$ cat src/hdl/sts_pkg.sv
// sts_pkg: constants and types for the target command sequencer
// assumes: 200 MHz system clock, bus pins arrive asynchronous
package sts_pkg;
   localparam int          CLK_MHZ        = 200;
   localparam int          BSY_RESP_US    = 250;
   localparam int          BSY_RESP_CYC   = BSY_RESP_US * CLK_MHZ;
   localparam int          DESKEW_NS      = 45;
   localparam int          DESKEW_CYC     = (DESKEW_NS * CLK_MHZ + 999) / 1000;
   localparam int          SETTLE_CYC     = 2 * DESKEW_CYC;
   localparam int          NUM_LUN        = 4;
   localparam int          NUM_PORT       = 8;
   // opcodes
   localparam logic [7:0]  OP_SENSE       = 8'h03;
   localparam logic [7:0]  OP_FORMAT      = 8'h04;
   localparam logic [7:0]  OP_PARAM       = 8'h15;
   // command byte positions
   localparam logic [3:0]  CDB6_LEN       = 4'h6;
   localparam logic [3:0]  CDB10_LEN      = 4'hA;
   localparam logic [3:0]  PARAM_CNT_POS  = 4'h4;
   localparam logic [3:0]  FMT_FLAG_POS   = 4'h1;
   localparam logic [3:0]  FMT_FILL_POS   = 4'h2;
   localparam logic [3:0]  FMT_ILV_HI_POS = 4'h3;
   localparam logic [3:0]  FMT_ILV_LO_POS = 4'h4;
   localparam int          FMT_FILL_BIT   = 4;
   localparam int          FMT_DEFL_BIT   = 3;
   localparam int          LUN_LSB        = 5;
   // parameter list layout (offset from start of appended data)
   localparam logic [7:0]  HDR_LEN        = 8'h04;
   localparam logic [7:0]  DESC_LEN       = 8'h08;
   localparam logic [7:0]  PL_DESC_LEN    = 8'h03;
   localparam logic [7:0]  PL_DENSITY     = 8'h04;
   localparam logic [7:0]  PL_BS_HI       = 8'h09;
   localparam logic [7:0]  PL_BS_MID      = 8'h0A;
   localparam logic [7:0]  PL_BS_LO       = 8'h0B;
   localparam logic [7:0]  PL_IFCODE      = 8'h0C;
   localparam logic [7:0]  PL_CYL_HI      = 8'h0D;
   localparam logic [7:0]  PL_CYL_LO      = 8'h0E;
   localparam logic [7:0]  PL_HEADS       = 8'h0F;
   localparam logic [7:0]  PL_RWC_HI      = 8'h10;
   localparam logic [7:0]  PL_RWC_LO      = 8'h11;
   localparam logic [7:0]  PL_PRE_HI      = 8'h12;
   localparam logic [7:0]  PL_PRE_LO      = 8'h13;
   localparam logic [7:0]  PL_LAND        = 8'h14;
   localparam logic [7:0]  PL_STEP        = 8'h15;
   localparam logic [7:0]  PL_STD_LEN     = 8'h16;
   localparam logic [7:0]  PL_HS_EXTRA    = 8'h02;
   localparam logic [7:0]  IFCODE_OK      = 8'h01;
   // format data block layout
   localparam logic [7:0]  FD_SCOPE       = 8'h00;
   localparam logic [7:0]  FD_SPARE       = 8'h01;
   localparam logic [7:0]  FD_DLEN_HI     = 8'h02;
   localparam logic [7:0]  FD_DLEN_LO     = 8'h03;
   localparam logic [7:0]  FD_HDR_LEN     = 8'h04;
   localparam logic [7:0]  DEFECT_LEN     = 8'h08;
   // sectors per track
   localparam logic [5:0]  SPT_256_I1     = 6'd32;
   localparam logic [5:0]  SPT_256_IN     = 6'd33;
   localparam logic [5:0]  SPT_512_I1     = 6'd17;
   localparam logic [5:0]  SPT_512_IN     = 6'd18;
   localparam logic [5:0]  SPT_1K         = 6'd9;
   // status and message bytes
   localparam logic [7:0]  ST_GOOD        = 8'h00;
   localparam logic [7:0]  ST_CHECK       = 8'h02;
   localparam logic [7:0]  ST_BUSY        = 8'h08;
   localparam logic [7:0]  MSG_COMPLETE   = 8'h00;
   // phase codes {msg, cd, io}
   localparam logic [2:0]  PH_DOUT        = 3'h0;
   localparam logic [2:0]  PH_DIN         = 3'h1;
   localparam logic [2:0]  PH_CMD         = 3'h2;
   localparam logic [2:0]  PH_STAT        = 3'h3;
   localparam logic [2:0]  PH_MIN         = 3'h7;
   typedef enum logic [3:0] {
      S_IDLE  = 4'h0, S_SEL   = 4'h1, S_CMD   = 4'h3, S_DOUT  = 4'h2,
      S_DIN   = 4'h6, S_STAT  = 4'h7, S_MSG   = 4'h5, S_FREE  = 4'h4
   } sts_state_t;
   typedef enum logic [1:0] {
      H_IDLE = 2'h0, H_REQ = 2'h1, H_WAIT = 2'h3
   } sts_hs_t;
endpackage

$ cat src/hdl/sts_link_if.sv
// sts_link_if: byte handshake between sequencer core and REQ/ACK engine
// assumes: both ends on clk_i
`timescale 1ns/1ps
`default_nettype none
interface sts_link_if;
   logic       start;
   logic       to_init;
   logic [7:0] tx_data;
   logic       done;
   logic [7:0] rx_data;
   logic       rx_perr;
   modport core (output start, output to_init, output tx_data,
                 input done, input rx_data, input rx_perr);
   modport hs   (input start, input to_init, input tx_data,
                 output done, output rx_data, output rx_perr);
endinterface
`default_nettype wire

$ cat src/hdl/sts_handshake.sv
// sts_handshake: one REQ/ACK byte transfer per start pulse
// assumes: ack and data inputs already synchronised by the caller
`timescale 1ns/1ps
`default_nettype none
module sts_handshake
   import sts_pkg::*;
(
   input  wire logic  clk_i,
   input  wire logic  resetn_i,
   input  wire logic  ack_i,
   input  wire logic  [7:0] db_i,
   input  wire logic  dbp_i,
   output logic       req_o,
   output logic       [7:0] db_o,
   output logic       dbp_o,
   output logic       db_oe_n_o,
   sts_link_if.hs     lnk
);
   typedef struct packed {
      sts_hs_t    st;
      logic       req;
      logic [7:0] db;
      logic       dbp;
      logic       oe_n;
      logic       done;
      logic [7:0] rx;
      logic       perr;
      logic [4:0] cnt;
   } sts_hs_reg_t;
   sts_hs_reg_t r, n;

   always_comb begin
      n = r;
      n.done = 1'b0;
      unique case (r.st)
         H_IDLE: begin
            if (lnk.start) begin
               n.oe_n = ~lnk.to_init;
               n.db   = lnk.tx_data;
               n.dbp  = ~^lnk.tx_data;
               n.cnt  = 5'(SETTLE_CYC);
               n.st   = H_REQ;
            end
         end
         H_REQ: begin
            if (r.cnt != 5'h00) begin
               n.cnt = r.cnt - 5'h01;
            end else if (!r.req) begin
               n.req = 1'b1;
            end else if (ack_i) begin
               n.rx   = db_i;
               n.perr = ~(^{db_i, dbp_i});
               n.req  = 1'b0;
               n.st   = H_WAIT;
            end
         end
         H_WAIT: begin
            if (!ack_i) begin
               n.oe_n = 1'b1;
               n.done = 1'b1;
               n.st   = H_IDLE;
            end
         end
         default: n.st = H_IDLE;
      endcase
   end

   always_ff @(posedge clk_i or negedge resetn_i) begin
      if (!resetn_i) begin
         r <= '{st: H_IDLE, req: 1'b0, db: 8'h00, dbp: 1'b0, oe_n: 1'b1,
                done: 1'b0, rx: 8'h00, perr: 1'b0, cnt: 5'h00};
      end else begin
         r <= n;
      end
   end

   assign req_o       = r.req;
   assign db_o        = r.db;
   assign dbp_o       = r.dbp;
   assign db_oe_n_o   = r.oe_n;
   assign lnk.done    = r.done;
   assign lnk.rx_data = r.rx;
   assign lnk.rx_perr = r.perr;
endmodule
`default_nettype wire

$ cat src/hdl/sts_sequencer.sv
// sts_sequencer: target-only command sequencer on the parallel disk bus
// assumes: bus pins asynchronous to clk_i; jumpers static after reset
`timescale 1ns/1ps
`default_nettype none
module sts_sequencer
   import sts_pkg::*;
#(
   parameter int BSY_TIMEOUT = BSY_RESP_CYC
)(
   input  wire logic        clk_i,
   input  wire logic        resetn_i,
   input  wire logic [2:0]  own_id_i,
   input  wire logic        par_en_i,
   input  wire logic [1:0]  hard_sect_i,
   input  wire logic        sel_i,
   input  wire logic        bsy_i,
   input  wire logic        io_i,
   input  wire logic        ack_i,
   input  wire logic        rst_i,
   input  wire logic [7:0]  db_i,
   input  wire logic        dbp_i,
   input  wire logic        xfer_ok_i,
   output logic             bsy_o,
   output logic             bsy_oe_n_o,
   output logic             req_o,
   output logic             cd_o,
   output logic             io_o,
   output logic             msg_o,
   output logic [7:0]       db_o,
   output logic             dbp_o,
   output logic             db_oe_n_o,
   output logic             busy_o,
   output logic [7:0]       last_op_o,
   output logic [1:0]       lun_o,
   output logic [3:0]       lun_fmt_ok_o,
   output logic [15:0]      cyl_cnt_o,
   output logic [7:0]       heads_o,
   output logic [23:0]      blk_size_o,
   output logic [15:0]      ilv_o,
   output logic [7:0]       fill_o,
   output logic [7:0]       spares_o,
   output logic [5:0]       spt_o,
   output logic [15:0]      defect_cnt_o,
   output logic [7:0]       status_o
);
   if (BSY_TIMEOUT < 1) begin : g_bad_timeout
      $error("BSY_TIMEOUT must be positive");
   end

   // ----------------------------------------------------------------
   // pin synchronisers
   // ----------------------------------------------------------------
   localparam int SW = 14;
   logic [SW-1:0] s1_r, s2_r;
   always_ff @(posedge clk_i or negedge resetn_i) begin
      if (!resetn_i) begin
         s1_r <= '0;
         s2_r <= '0;
      end else begin
         s1_r <= {sel_i, bsy_i, io_i, ack_i, rst_i, dbp_i, db_i};
         s2_r <= s1_r;
      end
   end
   logic       sel_s, bsy_s, io_s, ack_s, rst_s, dbp_s;
   logic [7:0] db_s;
   assign {sel_s, bsy_s, io_s, ack_s, rst_s, dbp_s, db_s} = s2_r;

   // ----------------------------------------------------------------
   // helpers
   // ----------------------------------------------------------------
   function automatic logic [3:0] cdb_len(input logic [7:0] op);
      cdb_len = (op[7:5] == 3'h0) ? CDB6_LEN : CDB10_LEN;
   endfunction

   function automatic logic [5:0] sec_per_trk(input logic [23:0] bs,
                                              input logic [15:0] ilv);
      logic one;
      one = (ilv <= 16'h0001);
      sec_per_trk = SPT_1K;
      if (bs[15:8] == 8'h01) sec_per_trk = one ? SPT_256_I1 : SPT_256_IN;
      else if (bs[15:8] == 8'h02)
         sec_per_trk = one ? SPT_512_I1 : SPT_512_IN;
   endfunction

   sts_link_if lnk ();

   sts_handshake u_hs (
      .clk_i     (clk_i),
      .resetn_i  (resetn_i),
      .ack_i     (ack_s),
      .db_i      (db_s),
      .dbp_i     (dbp_s),
      .req_o     (req_o),
      .db_o      (db_o),
      .dbp_o     (dbp_o),
      .db_oe_n_o (db_oe_n_o),
      .lnk       (lnk.hs)
   );

   // ----------------------------------------------------------------
   // sequencer state
   // ----------------------------------------------------------------
   typedef struct packed {
      sts_state_t  st;
      logic        bsy;
      logic [2:0]  ph;
      logic        start;
      logic        wait_d;
      logic [7:0]  txd;
      logic [3:0]  idx;
      logic [3:0]  clen;
      logic [7:0]  op;
      logic [1:0]  lun;
      logic [7:0]  dcnt;
      logic [15:0] dlen;
      logic [15:0] dpos;
      logic        perr;
      logic        bad;
      logic [7:0]  stat;
      logic [3:0]  fmt_ok;
      logic [3:0]  par_ok;
      logic [15:0] cyl;
      logic [7:0]  heads;
      logic [23:0] bs;
      logic [15:0] ilv;
      logic [7:0]  fill;
      logic        fill_en;
      logic        defl_en;
      logic [7:0]  spares;
      logic [5:0]  spt;
      logic [15:0] defects;
      logic [7:0]  dbyte_hi;
      logic [7:0]  dbyte_lo;
      logic [7:0]  hdr3;
   } sts_reg_t;
   sts_reg_t r, n;

   logic [7:0] rx;
   assign rx = lnk.rx_data;

   always_comb begin
      n = r;
      n.start = 1'b0;
      unique case (r.st)
         S_IDLE: begin
            // only selection is answered, never arbitration for own use
            if (sel_s && !bsy_s && !io_s && db_s[own_id_i] && !rst_s &&
                !(par_en_i && !(^{db_s, dbp_s}))) begin
               n.bsy = 1'b1;
               n.st  = S_SEL;
            end
         end
         S_SEL: begin
            if (!sel_s) begin
               n.ph   = PH_CMD;
               n.idx  = 4'h0;
               n.clen = CDB6_LEN;
               n.perr = 1'b0;
               n.bad  = 1'b0;
               n.start = 1'b1;
               n.wait_d = 1'b1;
               n.stat = 8'h00;
               n.st   = S_CMD;
            end
         end
         S_CMD: begin
            if (lnk.done) begin
               n.perr = r.perr | (par_en_i & lnk.rx_perr);
               if (r.idx == 4'h0) begin
                  n.op   = rx;
                  n.clen = cdb_len(rx);
               end
               if (r.idx == FMT_FLAG_POS) begin
                  n.lun = rx[LUN_LSB +: 2];
                  if (r.op == OP_FORMAT) begin
                     n.fill_en = rx[FMT_FILL_BIT];
                     n.defl_en = rx[FMT_DEFL_BIT];
                  end
               end
               if (r.op == OP_FORMAT && r.idx == FMT_FILL_POS) n.fill = rx;
               if (r.op == OP_FORMAT && r.idx == FMT_ILV_HI_POS) begin
                  n.ilv[15:8] = rx;
                  n.bad = r.bad | (rx != 8'h00);
               end
               if (r.op == OP_FORMAT && r.idx == FMT_ILV_LO_POS)
                  n.ilv[7:0] = rx;
               if (r.op == OP_PARAM && r.idx == PARAM_CNT_POS)
                  n.dcnt = rx;
               n.idx = r.idx + 4'h1;
               if (r.idx + 4'h1 == n.clen) begin
                  n.dpos = 16'h0000;
                  n.dlen = 16'h0000;
                  if (r.op == OP_PARAM && n.dcnt != 8'h00) begin
                     n.dlen = {8'h00, n.dcnt};
                     n.st   = S_DOUT;
                  end else if (r.op == OP_FORMAT && (n.fill_en|n.defl_en))
                  begin
                     n.dlen = {8'h00, FD_HDR_LEN};
                     n.st   = S_DOUT;
                  end else begin
                     n.st = S_STAT;
                  end
                  n.ph = (n.st == S_DOUT) ? PH_DOUT : PH_STAT;
               end
               // status waits a cycle so its checks settle first
               n.start = (n.st != S_STAT);
            end
         end
         S_DOUT: begin
            if (lnk.done) begin
               n.perr = r.perr | (par_en_i & lnk.rx_perr);
               if (r.op == OP_PARAM) begin
                  unique case (r.dpos[7:0])
                     PL_DESC_LEN: begin
                        n.hdr3 = rx;
                        n.bad  = r.bad | (rx != DESC_LEN);
                     end
                     PL_BS_HI:  n.bs[23:16] = rx;
                     PL_BS_MID: n.bs[15:8]  = rx;
                     PL_BS_LO:  n.bs[7:0]   = rx;
                     PL_IFCODE: n.bad = r.bad | (rx != IFCODE_OK);
                     PL_CYL_HI: n.cyl[15:8] = rx;
                     PL_CYL_LO: n.cyl[7:0]  = rx;
                     PL_HEADS:  n.heads     = rx;
                     default: ;
                  endcase
               end else begin
                  unique case (r.dpos[7:0])
                     FD_SPARE:   n.spares = rx;
                     FD_DLEN_HI: n.dbyte_hi = rx;
                     FD_DLEN_LO: begin
                        n.dbyte_lo = rx;
                        n.dlen = 16'({FD_HDR_LEN} + {r.dbyte_hi, rx});
                        n.defects = 16'({r.dbyte_hi, rx} >> 3);
                     end
                     default: ;
                  endcase
               end
               n.dpos = r.dpos + 16'h0001;
               if (r.dpos + 16'h0001 >= n.dlen) begin
                  n.ph = PH_STAT;
                  n.st = S_STAT;
               end
               n.start = (n.st != S_STAT);
            end
         end
         S_STAT: begin
            if (r.wait_d) begin
               n.wait_d = 1'b0;
               if (r.op == OP_PARAM) begin
                  // short list or hard-sectored list without extra bytes
                  if (r.dlen < 16'(PL_STD_LEN) ||
                      (r.lun[1] == 1'b0 && hard_sect_i[r.lun[0]] &&
                       r.dlen < 16'(PL_STD_LEN + PL_HS_EXTRA)))
                     n.bad = 1'b1;
               end
               if (r.op == OP_FORMAT) begin
                  if (!r.par_ok[r.lun]) n.bad = 1'b1;
                  if (r.ilv >= {10'h000, sec_per_trk(r.bs, r.ilv)})
                     n.bad = 1'b1;
               end
            end else if (r.stat != 8'hFF) begin
               n.txd   = (!xfer_ok_i) ? ST_BUSY :
                         (r.bad || r.perr) ? ST_CHECK : ST_GOOD;
               n.start = 1'b1;
               n.stat  = 8'hFF;
            end
            if (lnk.done) begin
               n.ph    = PH_MIN;
               n.txd   = MSG_COMPLETE;
               n.start = 1'b1;
               n.st    = S_MSG;
               if (!r.bad && !r.perr && xfer_ok_i) begin
                  if (r.op == OP_PARAM) begin
                     n.par_ok[r.lun] = 1'b1;
                     n.fmt_ok[r.lun] = 1'b0;
                  end
                  if (r.op == OP_FORMAT) begin
                     n.fmt_ok[r.lun] = 1'b1;
                     n.spt = sec_per_trk(r.bs, r.ilv);
                  end
               end
            end
         end
         S_MSG: begin
            if (lnk.done) begin
               n.st  = S_FREE;
               n.bsy = 1'b0;
            end
         end
         S_FREE: begin
            n.ph   = PH_DOUT;
            n.txd  = 8'h00;
            n.stat = 8'h00;
            n.wait_d = 1'b1;
            n.st   = S_IDLE;
         end
         default: n.st = S_IDLE;
      endcase
      if (rst_s) begin
         n.st  = S_IDLE;
         n.bsy = 1'b0;
         n.ph  = PH_DOUT;
         n.start = 1'b0;
      end
   end

   always_ff @(posedge clk_i or negedge resetn_i) begin
      if (!resetn_i) begin
         r <= '0;
         r.st <= S_IDLE;
         r.wait_d <= 1'b1;
      end else begin
         r <= n;
      end
   end

   // status word sent is the computed byte kept aside from the marker
   logic [7:0] stat_byte_r;
   always_ff @(posedge clk_i or negedge resetn_i) begin
      if (!resetn_i) begin
         stat_byte_r <= ST_GOOD;
      end else if (r.st == S_STAT && n.stat == 8'hFF && r.stat != 8'hFF) begin
         stat_byte_r <= (!xfer_ok_i) ? ST_BUSY :
                        (r.bad || r.perr) ? ST_CHECK : ST_GOOD;
      end
   end

   assign lnk.start   = r.start;
   assign lnk.to_init = r.ph[0];
   assign lnk.tx_data = r.txd;

   // ----------------------------------------------------------------
   // outputs
   // ----------------------------------------------------------------
   assign bsy_o        = r.bsy;
   assign bsy_oe_n_o   = ~r.bsy;
   assign msg_o        = r.ph[2];
   assign cd_o         = r.ph[1];
   assign io_o         = r.ph[0];
   assign busy_o       = r.bsy;
   assign last_op_o    = r.op;
   assign lun_o        = r.lun;
   assign lun_fmt_ok_o = r.fmt_ok;
   assign cyl_cnt_o    = r.cyl;
   assign heads_o      = r.heads;
   assign blk_size_o   = r.bs;
   assign ilv_o        = r.ilv;
   assign fill_o       = r.fill;
   assign spares_o     = r.spares;
   assign spt_o        = r.spt;
   assign defect_cnt_o = r.defects;
   assign status_o     = stat_byte_r;
endmodule
`default_nettype wire

$ cat config.mk
export PLATFORM = sky130hd
export DESIGN_NAME = sts_sequencer
export DESIGN_NICKNAME = d
export VERILOG_FILES = /design/src/hdl/sts_pkg.sv /design/src/hdl/sts_link_if.sv /design/src/hdl/sts_handshake.sv /design/src/hdl/sts_sequencer.sv
export SDC_FILE = /design/constraint.sdc
export NUM_CORES = 1
export LEC_CHECK = 0
export ABC_AREA = 1
export BUFFER_PORTS_ARGS = -buffer_cell sky130_fd_sc_hd__buf_4
export CORE_UTILIZATION = 55
export CTS_CLUSTER_SIZE = 12
export DETAILED_ROUTE_END_ITERATION = 12
export PLACE_DENSITY = 0.84
export SYNTH_ARGS = -nofsm -noshare
export SYNTH_HDL_FRONTEND = slang
export SYNTH_SLANG_ARGS = --single-unit
$ cat constraint.sdc
create_clock -name clk_i -period 8.35 [get_ports clk_i]
set_input_delay 1.67 -clock clk_i [delete_from_list [all_inputs] [get_ports clk_i]]
set_output_delay 1.67 -clock clk_i [all_outputs]
set_load 0.005 [all_outputs]
==> impl_metrics.xml <==
<?xml version="1.0" encoding="UTF-8"?>
<metrics>
  <group name="finish">
    <metric name="final_area" unit="µm²">13820</metric>
    <metric name="flow.area_growth_from_synthesis" unit="%">9.465</metric>
    <metric name="instances_no_fill" unit="">1807</metric>
    <metric name="antenna_cells" unit="">0</metric>
    <metric name="final_nets" unit="">1564</metric>
    <metric name="share_of_cells_above_drive_strength_1" unit="">0.1505</metric>
    <metric name="number_of_filler_cells_placed_in_the_layout" unit="">1904</metric>
  </group>
  <group name="worst_setup_path">
    <metric name="cpMostUsedCell" unit="">sky130_fd_sc_hd__nand2_1</metric>
    <metric name="cp_cell_sequence" unit="">inv_1 &gt; nor3_2 &gt; nand2_1 &gt; nor2_1 &gt; nand2_1 &gt; nor2_1 &gt; xor2_1 &gt; o21ai_0 &gt; ha_1 &gt; nand2_1 &gt; inv_1 &gt; nand3_1 &gt; nor3_1 &gt; nand2_1 &gt; nand4_1 &gt; nand4_1 &gt; nor2_1 &gt; nand2_1 &gt; nand2_1</metric>
    <metric name="crit_required" unit="ns">8.81</metric>
    <metric name="path_max_fanout" unit="">16</metric>
    <metric name="critical_path.endpoint_type" unit="">flop</metric>
    <metric name="worst_path_max_delay_cell" unit="">sky130_fd_sc_hd__nor3_2</metric>
    <metric name="worst_path_dominant_cell_family" unit="">simple AND/OR/NAND/NOR gates</metric>
    <metric name="crit_path_max_incr_delay" unit="ns">0.44</metric>
    <metric name="worst_ep_arrival_time" unit="ns">4.12</metric>
    <metric name="critical_path.n_buffers_inverters" unit="">2</metric>
    <metric name="crit_path_start_kind" unit="">flop</metric>
    <metric name="path_class" unit="">flop to flop</metric>
  </group>
  <group name="clock_network">
    <metric name="cts_sinks" unit="">248</metric>
    <metric name="cts_hold_buf" unit="">0</metric>
    <metric name="ctsResizeCount" unit="">0</metric>
    <metric name="h-tree-depth" unit="">1</metric>
    <metric name="cts_tree" unit="">yes</metric>
    <metric name="postCtsSetupBuffers" unit="">0</metric>
    <metric name="tritoncts.num_buffers" unit="">27</metric>
    <metric name="cts.path.max_buffers" unit="">3</metric>
    <metric name="clk_transition_reported_paths" unit="ns">0.06</metric>
    <metric name="cts_root_buf" unit="">sky130_fd_sc_hd__clkbuf_16</metric>
    <metric name="clk-insertion-delay-late" unit="ns">0.52</metric>
  </group>
  <group name="min_path">
    <metric name="hold_path.class" unit="">flop to flop</metric>
  </group>
  <group name="floorplanning">
    <metric name="die_area" unit="µm²">23560</metric>
    <metric name="die_w" unit="µm">153.5</metric>
    <metric name="io-pin-count" unit="">164</metric>
    <metric name="num_rows" unit="">55</metric>
    <metric name="start_util" unit="">0.5593</metric>
    <metric name="chipHeight" unit="µm">153.5</metric>
    <metric name="core_region_area" unit="µm²">22570</metric>
  </group>
  <group name="global_routing">
    <metric name="grt_start_max_net_pins" unit="">92</metric>
    <metric name="wire_length_of_the_first_global_routing_pass" unit="µm">48400</metric>
    <metric name="grt_remaining_overflow" unit="">0</metric>
    <metric name="vias_in_the_first_global_route" unit="">9466</metric>
    <metric name="grt_antenna_before_repair" unit="">0</metric>
    <metric name="overall_routing_resource_usage" unit="">0.2546</metric>
  </group>
  <group name="yosys">
    <metric name="ys_ff_latch" unit="">248</metric>
    <metric name="yosys.area.top_type" unit="">sky130_fd_sc_hd__dfrtp_1</metric>
    <metric name="async_flop_share" unit="">1.000</metric>
    <metric name="synth.cells.most_frequent" unit="">324 x sky130_fd_sc_hd__nand2_1, 246 x sky130_fd_sc_hd__dfrtp_1, 189 x sky130_fd_sc_hd__o21ai_0</metric>
    <metric name="total_standard_cell_area_after_synthesis" unit="µm²">12620</metric>
    <metric name="avgSynthCellArea" unit="µm²">8.513</metric>
    <metric name="ys_top_cells_by_area" unit="">sky130_fd_sc_hd__dfrtp_1 49%, sky130_fd_sc_hd__nand2_1 9.6%, sky130_fd_sc_hd__buf_4 8.0%, sky130_fd_sc_hd__o21ai_0 7.5%, sky130_fd_sc_hd__inv_1 4.7%</metric>
    <metric name="ys_seq_area_frac" unit="">0.4918</metric>
    <metric name="dominantRegCellSynth" unit="">sky130_fd_sc_hd__dfrtp_1</metric>
    <metric name="synth_enable_flop_cells" unit="">0</metric>
    <metric name="yosys.area.top_type_share" unit="">0.4876</metric>
    <metric name="synth.lib_cells_used.distinct" unit="">50</metric>
    <metric name="synthCells" unit="">1483</metric>
    <metric name="post-synth-top-count-cell" unit="">sky130_fd_sc_hd__nand2_1</metric>
    <metric name="yosys_warnings" unit="">0</metric>
  </group>
  <group name="run_status">
    <metric name="outcome" unit="">finished, final reports clean</metric>
  </group>
  <group name="timing">
    <metric name="rsz0062_at_grt" unit="">false</metric>
    <metric name="timing.fmax" unit="MHz">272.8</metric>
    <metric name="hold_ws" unit="ns">0.3458</metric>
    <metric name="period_minus_slack" unit="ns">3.665</metric>
    <metric name="hold_violations" unit="">0</metric>
    <metric name="worstMarginPinSlew" unit="ns">0.9881</metric>
    <metric name="setup_tns" unit="ns">0</metric>
    <metric name="max_slew_headroom" unit="">0.3413</metric>
    <metric name="clock_skew" unit="ns">0.009311</metric>
    <metric name="final-max-slew-violation-count" unit="">0</metric>
    <metric name="layout_worst_path_cycle_share" unit="">0.4390</metric>
    <metric name="final-setup-viol-count" unit="">0</metric>
  </group>
  <group name="drt">
    <metric name="wire_per_inst" unit="µm">16.47</metric>
    <metric name="detail_route.wirelength" unit="µm">29760</metric>
    <metric name="drt_pass1_iterations" unit="">7</metric>
    <metric name="ant_nets" unit="">0</metric>
    <metric name="number_of_vias_per_cell_after_detailed_routing" unit="">5.433</metric>
    <metric name="initialDrtViolationCount" unit="">859</metric>
    <metric name="drc_errors" unit="">0</metric>
    <metric name="detailroute.via_count" unit="">9817</metric>
  </group>
  <group name="power">
    <metric name="vdd_drop_max" unit="mV">0.1754</metric>
    <metric name="power.density_cell_area" unit="nW/µm²">201.2</metric>
    <metric name="design_power_total" unit="W">0.002781</metric>
    <metric name="power.static_leakage" unit="nW">6.859</metric>
  </group>
  <group name="placement">
    <metric name="io_buffer_count" unit="">147</metric>
    <metric name="dp_hpwl" unit="µm">21110</metric>
    <metric name="dp.cells" unit="">1764</metric>
    <metric name="finalWeightedCongestion" unit="">0.9511</metric>
    <metric name="placed_cell_area" unit="µm²">13010</metric>
  </group>
  <group name="run">
    <metric name="max_cap_viol_count" unit="">0</metric>
  </group>
</metrics>
-- cell type report --
type                            count  area [µm²]  area share
Clock buffer                       40       774.5     0.05604
Clock inverter                      3       40.04    0.002897
Inverter                          172       650.6     0.04708
Multi-Input combinational cell    909        4656      0.3369
Sequential cell                   248        6208      0.4493
Tap cell                          285       356.6     0.02580
Timing Repair Buffer              150        1134     0.08203
-- path summary, 6_finish.rpt --
kind | from | end | slack [ns] | cells past startpoint
min in group asynchronous | resetn_i | spt_o[5] | 1.17 | 1
hold reg to reg | s1_r[1] | s2_r[1] | 0.35 | 0
setup reg to reg | u_hs.lnk.rx_data[2] | io_o | 4.68 | 19
hold / removal | s1_r[1] | s2_r[1] | 0.35 | 0
max in group asynchronous | resetn_i | s1_r[13] | 5.72 | 2
setup / recovery | u_hs.lnk.rx_data[2] | io_o | 4.68 | 19
-- flip-flops by register name, summed over array words and instances, names as in the netlist, 13 cells and up --
signal,cells
r,77
blk_size_o,24
cyl_cnt_o,16
ilv_o,16
s1_r,14
s2_r,14
defect_cnt_o,13
-- cell usage in the layout (no fill, tap or decap), types with 7 or more instances in the layout --
| cell type | Yosys | layout |
|---|---|---|
| sky130_fd_sc_hd__conb_1 | 1 | 17 |
| sky130_fd_sc_hd__nor3_1 | 23 | 23 |
| sky130_fd_sc_hd__xor2_1 | 20 | 20 |
| sky130_fd_sc_hd__o22ai_1 | 23 | 23 |
| sky130_fd_sc_hd__clkbuf_16 | 0 | 27 |
| sky130_fd_sc_hd__clkbuf_1 | 28 | 8 |
| sky130_fd_sc_hd__inv_2 | 14 | 14 |
| sky130_fd_sc_hd__a31oi_1 | 7 | 7 |
| sky130_fd_sc_hd__o21ai_1 | 16 | 16 |
| sky130_fd_sc_hd__mux2i_1 | 9 | 9 |
| sky130_fd_sc_hd__nand4_1 | 13 | 13 |
| sky130_fd_sc_hd__buf_4 | 134 | 149 |
| sky130_fd_sc_hd__dfrtp_1 | 246 | 246 |
| sky130_fd_sc_hd__inv_1 | 157 | 157 |
| sky130_fd_sc_hd__o21ai_0 | 189 | 189 |
| sky130_fd_sc_hd__nor2_1 | 88 | 88 |
| sky130_fd_sc_hd__ha_1 | 33 | 33 |
| sky130_fd_sc_hd__a21oi_1 | 30 | 30 |
| sky130_fd_sc_hd__nand3_1 | 58 | 58 |
| sky130_fd_sc_hd__nor2_2 | 7 | 7 |
| sky130_fd_sc_hd__nand2_1 | 324 | 324 |
-- routing by layer --
metal | vias to the layer above | track usage | wire length (µm)
li1 | 4699 | - | -
met1 | 4697 | 0.3520 | 12920
met2 | 353 | 0.4210 | 14160
met3 | 68 | 0.03241 | 1919
met4 | 0 | 0.07714 | 759
met5 | - | 0 | 0
-- cell families after synthesis --
group                    count (synthesis)  share of synthesized area
buffers and inverters                  342                     0.1442
multiplexers                            11                   0.008920
AO/OA/AOI/OAI                          284                     0.1198
AND/OR/NAND/NOR                        538                     0.1842
adder cells (fa/ha/maj)                 33                    0.03271
flip-flops                             248                     0.4918
XOR/XNOR                                26                    0.01804
other                                    1                  0.0002970
-- stage by stage --
stage | worst slack, ns | util
global placement | 4.940 | 0.5762
global route | 4.353 | 0.6123
finish | 4.685 | 0.6123
detailed placement | 4.808 | 0.5762
CTS | 4.782 | 0.6123
floorplan | 5.640 | -
-- power by group --
| group | internal (W) | total (W) | leakage [nW] | switching (W) |
|---|---|---|---|---|
| sequential | 0.00126 | 0.00133 | 3.33 | 0.0000662 |
| combinational | 0.0000911 | 0.000336 | 3.13 | 0.000245 |
| clock | 0.000662 | 0.00112 | 0.400 | 0.000453 |
| total | 0.00202 | 0.00278 | 6.86 | 0.000765 |
(Power assumes the default switching activity.)
